File: src/verilog/acrc_pkg.sv
// Package with constants and types for the converter clock and reference control block.
package acrc_pkg;

  // ----------------------------------------------------------------
  // Clock rates and timing
  // ----------------------------------------------------------------
  localparam int unsigned CLK_FREQ_HZ     = 20000000;
  localparam int unsigned BLANK_TIME_US   = 150;
  // Least time in whole cycles; the MHz rate is truncated and nothing is added to round up.
  localparam int unsigned BLANK_CYCLES    = (BLANK_TIME_US * (CLK_FREQ_HZ / 1000000) + 0) ;
  localparam int unsigned OSC_FREQ_KHZ    = 25600;

  // ----------------------------------------------------------------
  // Reset values and encodings
  // ----------------------------------------------------------------
  localparam logic       CLK_SEL_RESET    = 1'b0;
  localparam logic       CLK_SEL_EXT      = 1'b1;
  localparam logic [2:0] DIV_RATIO_RESET  = 3'h0;
  localparam logic       REFERENCE_RANGE_SELECT_LOW      = 1'b0;
  localparam logic       INP_RNG_1X       = 1'b0;

  // Divider ratio codes: 1, 2, 4, 8, 16 (power of two exponent).
  localparam logic [2:0] DIV_CODE_1       = 3'h0;
  localparam logic [2:0] DIV_CODE_2       = 3'h1;
  localparam logic [2:0] DIV_CODE_16      = 3'h4;

  // ----------------------------------------------------------------
  // Types
  // ----------------------------------------------------------------
  typedef enum logic [1:0] {
    ACRC_SPD_LOW  = 2'b00,
    ACRC_SPD_MID  = 2'b01,
    ACRC_SPD_HIGH = 2'b10,
    ACRC_SPD_MAX  = 2'b11
  } acrc_speed_e;

  typedef enum logic [1:0] {
    ACRC_ST_RUN    = 2'b00,
    ACRC_ST_SWITCH = 2'b01,
    ACRC_ST_BLANK  = 2'b10
  } acrc_state_e;

  typedef struct packed {
    logic        clk_sel;
    logic [2:0]  div_code;
    logic        reference_range_select;
    logic        inp_rng;
    acrc_speed_e speed;
  } acrc_cfg_s;

endpackage : acrc_pkg

File: src/verilog/acrc_clk_div.sv
// Glitch-free power-of-two clock-enable divider.
`timescale 1ns/100ps
module acrc_clk_div #(
  parameter int unsigned CODE_W = 3
) (
  // Clock and reset
  input  wire logic              clk,
  input  wire logic              rst_n,
  // Source tick and ratio
  input  wire logic              src_tick,
  input  wire logic [CODE_W-1:0] div_code,
  // Divided tick
  output logic                   out_tick
);

  // ----------------------------------------------------------------
  // Counter
  // ----------------------------------------------------------------
  // The ratio is only taken when the count wraps, so a change never shortens a period.
  logic [15:0]       cnt_q, cnt_d;
  logic [CODE_W-1:0] code_q, code_d;
  logic              tick_q, tick_d;
  logic [15:0]       last;

  always_comb
  begin
    last   = (16'h0001 << code_q) - 16'h0001;
    cnt_d  = cnt_q;
    code_d = code_q;
    tick_d = 1'b0;
    if (src_tick)
    begin
      if (cnt_q >= last)
      begin
        cnt_d  = 16'h0000;
        code_d = div_code;
        tick_d = 1'b1;
      end
      else
      begin
        cnt_d = cnt_q + 16'h0001;
      end
    end
  end

  always_ff @(posedge clk)
  begin
    if (!rst_n)
    begin
      cnt_q  <= 16'h0000;
      code_q <= '0;
      tick_q <= 1'b0;
    end
    else
    begin
      cnt_q  <= cnt_d;
      code_q <= code_d;
      tick_q <= tick_d;
    end
  end

  assign out_tick = tick_q;

endmodule : acrc_clk_div

File: src/verilog/acrc_top.sv
// Clock source selection, division, reference range and saturation flag control.
`timescale 1ns/100ps
module acrc_top #(
  parameter int unsigned BLANK_CYCLES = acrc_pkg::BLANK_CYCLES
) (
  // Clock and reset
  input  wire logic              clk,
  input  wire logic              rst_n,
  // Clock sources as one-cycle ticks
  input  wire logic              osc_tick,
  input  wire logic              ext_clk_tick,
  // Configuration
  input  wire logic              cfg_wr,
  input  wire acrc_pkg::acrc_cfg_s cfg_in,
  // Control pins
  input  wire logic              start_in,
  input  wire logic              reset_req_in,
  // Modulator status
  input  wire logic              mod_saturate,
  input  wire logic              conv_done,
  // Clock outputs
  output logic                   sys_clk_tick,
  output logic                   mod_clk_tick,
  // Status and effective settings
  output acrc_pkg::acrc_cfg_s    cfg_out,
  output logic                   inp_rng_eff,
  output logic                   ll_osr_mid_force,
  output logic                   cfg_illegal,
  output logic                   start_out,
  output logic                   reset_req_out,
  output logic                   ctrl_blanked,
  output logic                   modulator_saturation_flag
);

  // ----------------------------------------------------------------
  // Configuration register
  // ----------------------------------------------------------------
  acrc_pkg::acrc_cfg_s cfg_q, cfg_d;
  logic                src_sel_q, src_sel_d;
  acrc_pkg::acrc_state_e st_q, st_d;
  // The hold counter is kept wide so that a faster clock or longer hold still fits.
  logic [31:0]         blank_q, blank_d;

  always_comb
  begin
    cfg_d = cfg_q;
    if (cfg_wr)
    begin
      cfg_d = cfg_in;
    end
  end

  // ----------------------------------------------------------------
  // Source switch and blanking
  // ----------------------------------------------------------------
  // The switch waits for a tick of the new source, so the divider never sees
  // a partial period from either source.
  always_comb
  begin
    src_sel_d = src_sel_q;
    st_d      = st_q;
    blank_d   = blank_q;
    case (st_q)
      acrc_pkg::ACRC_ST_RUN:
      begin
        if (cfg_q.clk_sel != src_sel_q)
        begin
          st_d = acrc_pkg::ACRC_ST_SWITCH;
        end
      end
      acrc_pkg::ACRC_ST_SWITCH:
      begin
        if ((cfg_q.clk_sel ? ext_clk_tick : osc_tick))
        begin
          src_sel_d = cfg_q.clk_sel;
          blank_d   = BLANK_CYCLES;
          st_d      = acrc_pkg::ACRC_ST_BLANK;
        end
      end
      acrc_pkg::ACRC_ST_BLANK:
      begin
        if (blank_q <= 32'h0000_0001)
        begin
          blank_d = 32'h0000_0000;
          st_d    = acrc_pkg::ACRC_ST_RUN;
        end
        else
        begin
          blank_d = blank_q - 32'h0000_0001;
        end
      end
      default:
      begin
        st_d = acrc_pkg::ACRC_ST_RUN;
      end
    endcase
  end

  always_ff @(posedge clk)
  begin
    if (!rst_n)
    begin
      cfg_q     <= '{clk_sel: acrc_pkg::CLK_SEL_RESET, div_code: acrc_pkg::DIV_RATIO_RESET,
                     reference_range_select: acrc_pkg::REFERENCE_RANGE_SELECT_LOW, inp_rng: acrc_pkg::INP_RNG_1X,
                     speed: acrc_pkg::ACRC_SPD_HIGH};
      src_sel_q <= acrc_pkg::CLK_SEL_RESET;
      st_q      <= acrc_pkg::ACRC_ST_RUN;
      blank_q   <= 32'h0000_0000;
    end
    else
    begin
      cfg_q     <= cfg_d;
      src_sel_q <= src_sel_d;
      st_q      <= st_d;
      blank_q   <= blank_d;
    end
  end

  // ----------------------------------------------------------------
  // Divider and modulator clock
  // ----------------------------------------------------------------
  logic src_tick;
  logic mod_ph_q, mod_ph_d;
  logic mod_q, mod_d;

  // No source ticks pass while switching, so no runt period reaches the divider.
  assign src_tick = (st_q == acrc_pkg::ACRC_ST_SWITCH) ? 1'b0 :
                    (src_sel_q ? ext_clk_tick : osc_tick);

  acrc_clk_div #(
    .CODE_W (3)
  ) u_div (
    .clk      (clk),
    .rst_n    (rst_n),
    .src_tick (src_tick),
    .div_code (cfg_q.div_code),
    .out_tick (sys_clk_tick)
  );

  always_comb
  begin
    mod_ph_d = mod_ph_q;
    mod_d    = 1'b0;
    if (sys_clk_tick)
    begin
      mod_ph_d = ~mod_ph_q;
      mod_d    = mod_ph_q;
    end
  end

  // ----------------------------------------------------------------
  // Saturation flag
  // ----------------------------------------------------------------
  logic sat_acc_q, sat_acc_d;
  logic sat_flag_q, sat_flag_d;
  // A saturation in the cycle of the conversion end still counts for the period that ends.

  always_comb
  begin
    sat_acc_d  = sat_acc_q | mod_saturate;
    sat_flag_d = sat_flag_q;
    if (conv_done)
    begin
      sat_flag_d = sat_acc_q | mod_saturate;
      sat_acc_d  = 1'b0;
    end
  end

  always_ff @(posedge clk)
  begin
    if (!rst_n)
    begin
      mod_ph_q   <= 1'b0;
      mod_q      <= 1'b0;
      sat_acc_q  <= 1'b0;
      sat_flag_q <= 1'b0;
    end
    else
    begin
      mod_ph_q   <= mod_ph_d;
      mod_q      <= mod_d;
      sat_acc_q  <= sat_acc_d;
      sat_flag_q <= sat_flag_d;
    end
  end

  // ----------------------------------------------------------------
  // Outputs
  // ----------------------------------------------------------------
  assign mod_clk_tick              = mod_q;
  assign modulator_saturation_flag = sat_flag_q;
  assign cfg_out                   = cfg_q;
  assign ctrl_blanked              = (st_q != acrc_pkg::ACRC_ST_RUN);
  assign start_out                 = start_in & ~ctrl_blanked;
  assign reset_req_out             = reset_req_in & ~ctrl_blanked;
  assign inp_rng_eff               = cfg_q.reference_range_select ? acrc_pkg::INP_RNG_1X : cfg_q.inp_rng;
  assign ll_osr_mid_force          = (cfg_q.div_code == acrc_pkg::DIV_CODE_2) ||
                                     (cfg_q.div_code == acrc_pkg::DIV_CODE_16);
  // Flags maximum speed on the internal oscillator, which is not a permitted setup.
  assign cfg_illegal               = (cfg_q.speed == acrc_pkg::ACRC_SPD_MAX) &&
                                     (cfg_q.clk_sel != acrc_pkg::CLK_SEL_EXT);

endmodule : acrc_top
File: config.mk
export PLATFORM = sky130hd
export DESIGN_NAME = acrc_top
export DESIGN_NICKNAME = d
export VERILOG_FILES = /design/src/verilog/acrc_pkg.sv /design/src/verilog/acrc_clk_div.sv /design/src/verilog/acrc_top.sv
export SDC_FILE = /design/constraint.sdc
export NUM_CORES = 1
export LEC_CHECK = 0
export BUFFER_PORTS_ARGS = -buffer_cell sky130_fd_sc_hd__buf_2
export CORE_ASPECT_RATIO = 0.5
export CORE_MARGIN = 2
export CORE_UTILIZATION = 50
export CTS_CLUSTER_DIAMETER = 40
export DETAILED_ROUTE_END_ITERATION = 16
export PLACE_DENSITY = 0.74
export SLEW_MARGIN = 10
export SYNTH_ARGS = -nofsm -noshare
export SYNTH_HDL_FRONTEND = slang
export SYNTH_SLANG_ARGS = --single-unit
File: constraint.sdc
create_clock -name clk -period 3 [get_ports clk]
set_clock_uncertainty 0.1 [all_clocks]
set_input_delay 0.9 -clock clk [delete_from_list [all_inputs] [get_ports clk]]
set_output_delay 0.9 -clock clk [all_outputs]
set_load 0.05 [all_outputs]
; ---- After elaboration in Yosys (flattened, before gate mapping)
; Cells that the tools add are included.
[classes]
add_sub_neg = 3
n_lt_le_gt_ge = 2
n_eq_ne = 9
n_shift = 1
n_mux = 13
bitwise_logic = 7
reduce_logical = 12
[ops]
columns = op, n
row1 = two-way mux 32 bit, 2
row2 = case mux 32 bit (2 select lines), 1
row3 = "<= comparator 32 x 1 -> 1 bit, second input constant", 1
row4 = "subtractor 32 x 1 -> 32 bit, second input constant", 1
row5 = "adder 16 x 1 -> 16 bit, second input constant", 1
row6 = greater-or-equal comparator 16 bit, 1
row7 = two-way mux 16 bit, 1
row8 = "left shift 1 x 3 -> 16 bit, first input constant", 1
row9 = "subtractor 16 x 1 -> 16 bit, second input constant", 1
row10 = AND reduction 2 bit, 5
row11 = two-way mux 2 bit, 3
row12 = "inequality test 2 bit, second input constant", 3
row13 = case mux 2 bit (3 select lines), 1
row14 = two-way mux 1 bit, 5
row15 = "equality test 2 bit, second input constant", 2
row16 = NOT 1 bit, 4
row17 = nonzero test 2 bit, 2
row18 = "equality test 3 x 1 -> 1 bit, second input constant", 1
row19 = "equality test 3 bit, second input constant", 1
row20 = AND reduction 3 bit, 1
row21 = AND 1 bit, 2
row22 = "equality test 2 x 1 -> 1 bit, second input constant", 1
row23 = logical NOT 2 bit, 1
row24 = OR reduction 2 bit, 1
row25 = 4 further kinds, 4
[word_totals]
register_bits = 67
out_inout_bits = 17

; ---- Logic depth before layout (Yosys ltp)
[depth]
word_depth = 4
mapped_depth = 14
mapped_depth_nobuf = 12

; ---- Modules after synthesis
; From an unflattened synthesis, not the netlist that was laid out.
[unflattened]
hier_cells = 426
area_unflattened_um2 = 3677.3
[by_module_without_submodules]
columns = mod, instances, cells_per_inst, area_each_um2
row1 = acrc_top, 1, 285, 2411.1
row2 = acrc_clk_div, 1, 141, 1266.2

; ---- Worst setup path after synthesis
; No wires, ideal clock.
[synth_timing]
path_kind = reg-to-reg
startpoint = reg u_div.code_q[0]
endpoint = reg u_div.cnt_q[10]
setup_time_ns = 0.128
arrival_time_ns = 2.701
required_ns = 2.772
setup_slack_ns = 0.071
stages_incl_launch_ff = 15
path_cell_list = dfxtp_1 clkbuf_1 or3_1 ha_1 clkbuf_1 xor2_1 nor2_1 a21oi_1 ha_1 nand2_1 o2111ai_1 a31oi_1 o21ai_1 clkbuf_1 nor2_1
[synth_via]
elab_chain_cells = 4
[synth_lines]
columns = item, line
row1 = "start, declared", acrc_clk_div.sv:21  ; logic [CODE_W-1:0] code_q, code_d;
row2 = "start signal, assigned", acrc_clk_div.sv:57  ; code_q <= code_d;
row3 = left shift 1 x 3 -> 16 bit, acrc_clk_div.sv:27  ; last = (16'h0001 << code_q) - 16'h0001;
row4 = subtractor 16 x 1 -> 16 bit, acrc_clk_div.sv:27
row5 = greater-or-equal comparator 16 bit, acrc_clk_div.sv:33  ; if (cnt_q >= last)
row6 = two-way mux 16 bit, acrc_clk_div.sv:33
row7 = "end signal, assigned", acrc_clk_div.sv:56  ; cnt_q <= cnt_d;
row8 = "end, declared", acrc_clk_div.sv:20  ; logic [15:0] cnt_q, cnt_d;
; No other way between the ends.
; A chain may end at the register's enable or synchronous reset.

; ---- Final worst setup path
[layout_timing]
startpoint = reg u_div.code_q[2]
endpoint = reg u_div.code_q[1]
[layout_via]
elab_chain_cells = 4
[layout_lines]
columns = item, line
row1 = left shift 1 x 3 -> 16 bit, acrc_clk_div.sv:27
row2 = subtractor 16 x 1 -> 16 bit, acrc_clk_div.sv:27
row3 = greater-or-equal comparator 16 bit, acrc_clk_div.sv:33
row4 = AND reduction 2 bit (no line), n/a
; No other way between the ends.

==> run metrics <==
clock-pin transition on the worst setup and hold timing paths 0.06 ns; area grow syn2layout 18.9%; RSZ-0062 raised after global routing false; number of diodes 0; Starting Density 0.524; largest net degree at the start of global routing 20; M2 GR Usage 0.361; DRT antenna net count 0; wire length per cell between 10 and 15 um; Clk Latency, worst-skew pair 0.33 ns; HP Class reg2reg; min Tclk post-route 2.78 ns; Post-Route WL roughly 8200 um; Worst setup SP type flop; final worst-path cycle share 0.928; Layout Nets 500; register area share after synthesis 0.378; Layout Cells excl Fill between 500 and 600; relative slew slack 0.628; crit path DAT between 2 and 3 ns; Synth Instances roughly 430; initial antenna violation count 0; hold slack final between 0.3 and 0.4 ns; Critical Path Fanout Max 7; Distinct cells, synth 60; Detailed Place HPWL just under 6000 um; syn nets roughly 460; Setup CP Type reg2reg; maximum vdd ir drop about 0.55 mV; Primary FF master, synth dfxtp_1; async set or reset register ratio after synthesis 0; combinational power share 0.376; P_sw roughly 0.0013 W; DR iter-0 viols between 100 and 150; final core utilization 0.623; Pleak 1.76 nW; max incr delay on CP about 0.41 ns; core area around 6800 sq um; Sequential Power Share 0.287; Final Hold Viols 0; MaxCap Viol Count 0; I/O Pins 34; final setup fails 0; Max Fclk 359 MHz; P_int 0.00233 W; Net Sw Frac 0.363; clock root buffer clkbuf_16; fin. max-slew vios 0; Syn Area/Cell between 8 and 9 sq um; PD cells approximately 870 nW/um^2; number of flops mapped to enable cells by yosys 0; Yosys reg bits 67; DRC Markers 0; drt pass-1 iters 5; worst-path cell chain or3_1 -> ha_1 -> nor3_1 -> a21oi_1 -> o21a_1 -> ha_1 -> o211ai_1 -> nor2_1 -> a31oi_2 -> nor2_1 -> mux2i_1; Die W 123 um; Placer Congestion roughly 0.86; number of global-route vias before repair 3033; CTS tree yes; Synth warnings 0; Buffers on Ports 33; power share of the clock group 0.336; slowest CP cell or3_1; routing usage on met1 0.289; Die ar. a little under 8000 sq um; first-pass GRT wire length roughly 14000 um; # clock sinks 67; GR Layer Usage met3 0.0679; Worst setup EP type flop; total grt overflow 0; CTS Buf Count 9; Core Rows 21; Max clock buf depth 2; WP data required roughly 3.2 ns; run status finished, final reports clean; Setup TNS 0 ns; share of cells above drive strength 1 0.162; Slew @ Worst Pin approximately 0.55 ns; via count around 3200; busiest grt layer met2; Die Span Y around 64 um; Cell Area, Synth around 3600 sq um; drt via density about 5.7; H-tree depth 3; GRT Total Usage 0.224; dpl cells 552
## area by class of cell
class,instances,area [sq um]
clock buffer,10,239
clock inverter,6,113
fill,588,2560
inverter,16,60.1
multi-input combinational,328,2060
sequential,67,1340
tap,92,115
timing repair buffer,49,298
## power groups by stage
stage	clock, W	sequential, W	combinational (W)
2_1_floorplan	0	0.00107	0.000909
3_3_place_gp	0	0.00107	0.00134
3_5_place_dp	0	0.00107	0.00135
4_1_cts	0.00124	0.00105	0.00136
5_1_grt	0.00128	0.00107	0.00152
6_report	0.00123	0.00105	0.00138
## kinds of logic after synthesis
logic type / count (synthesis) / share of synthesized area
AOI/OAI and AO/OA: 77 / 0.146
muxes: 13 / 0.0374
buffers and inverters: 39 / 0.0451
other: 1 / 0.00106
xor gates and xnor gates: 23 / 0.0567
DFF: 67 / 0.378
and+or+nand+nor: 202 / 0.294
adders and majority gates: 12 / 0.0423
## worst max-delay path, delay by kind of cell, from the launching register on
kind / cells / cell delay (ns)
compound gates: 4 / 0.47
fa+ha+maj: 2 / 0.55
flops: 1 / 0.35
mux: 1 / 0.22
simple gates: 4 / 1.02
## cells in the mapped netlist (8+ instances only)
cell type | instances | share of area
or3_1 | 10 | 0.018
nor2_1 | 57 | 0.060
nand2_1 | 39 | 0.041
dfxtp_1 | 67 | 0.38
a31oi_1 | 12 | 0.021
or4_1 | 11 | 0.023
nand3_1 | 11 | 0.016
xor2_1 | 9 | 0.022
nor4_1 | 14 | 0.025
inv_1 | 16 | 0.017
nor3_1 | 19 | 0.027
a21oi_1 | 15 | 0.021
mux2i_1 | 11 | 0.031
xnor2_1 | 14 | 0.035
ha_1 | 12 | 0.042
o21ai_0 | 12 | 0.017
clkbuf_1 | 15 | 0.016
nand4_1 | 8 | 0.014
## registers in the layout, indices dropped and copies added (netlist names)
| name | cells |
|---|---|
| blank_q | 32 |
| mod_ph_q | 1 |
| u_div.out_tick | 1 |
| u_div.cnt_q | 16 |
| modulator_saturation_flag | 1 |
| src_sel_q | 1 |
| st_q | 2 |
| mod_clk_tick | 1 |
| sat_acc_q | 1 |
| u_div.code_q | 3 |
| cfg_out | 8 |
## through the flow
step	area, sq um	power, W	worst slack, ns
2_1_floorplan	3550	0.00198	0.0712
3_3_place_gp	3860	0.00241	0.316
3_5_place_dp	3860	0.00242	0.242
4_1_cts	4220	0.00366	0.219
5_1_grt	4220	0.00387	0.0140
6_report	4220	0.00366	0.216
## repair_timing
item | in CTS | in global routing
endpoints found under the setup margin | 0 | 4
hold buffers | 0 | 0
resized for setup | 0 | 1
setup buffers | 0 | 0
## per-layer routing
layer  vias up  part of all wire
met1      1527              0.48
met3         4             0.041
met4         0            0.0058
li1       1651                 -
met2        56              0.48
met5         -                 0
## cells in the final DEF (no fill, tap or decap), types with 4 or more instances in the layout
cell / count
o211ai_1: 4
o21ai_0: 12
xor2_1: 9
nand4_1: 8
or3_1: 10
a21oi_1: 15
buf_4: 15
o31ai_1: 5
mux2i_1: 11
inv_1: 16
nor4_1: 14
ha_1: 12
a31oi_1: 11
and3_1: 6
buf_2: 33
clkbuf_16: 9
nand3_1: 11
dfxtp_1: 67
nor3_1: 19
or4_1: 11
nor2_1: 57
nand2_1: 39
xnor2_1: 14
## worst paths after layout
| kind | startpoint | endpoint | slack [ns] | cells after the start |
|---|---|---|---|---|
| setup reg to reg | u_div.code_q[2]$_SDFFE_PN0P_ | u_div.code_q[1]$_SDFFE_PN0P_ | 0.22 | 11 |
| setup / recovery | u_div.code_q[2]$_SDFFE_PN0P_ | u_div.code_q[1]$_SDFFE_PN0P_ | 0.22 | 11 |
| hold reg to reg | blank_q[10]$_SDFFE_PN0P_ | blank_q[10]$_SDFFE_PN0P_ | 0.38 | 1 |
| hold / removal | blank_q[10]$_SDFFE_PN0P_ | blank_q[10]$_SDFFE_PN0P_ | 0.38 | 1 |
(Power assumes the default switching activity.)
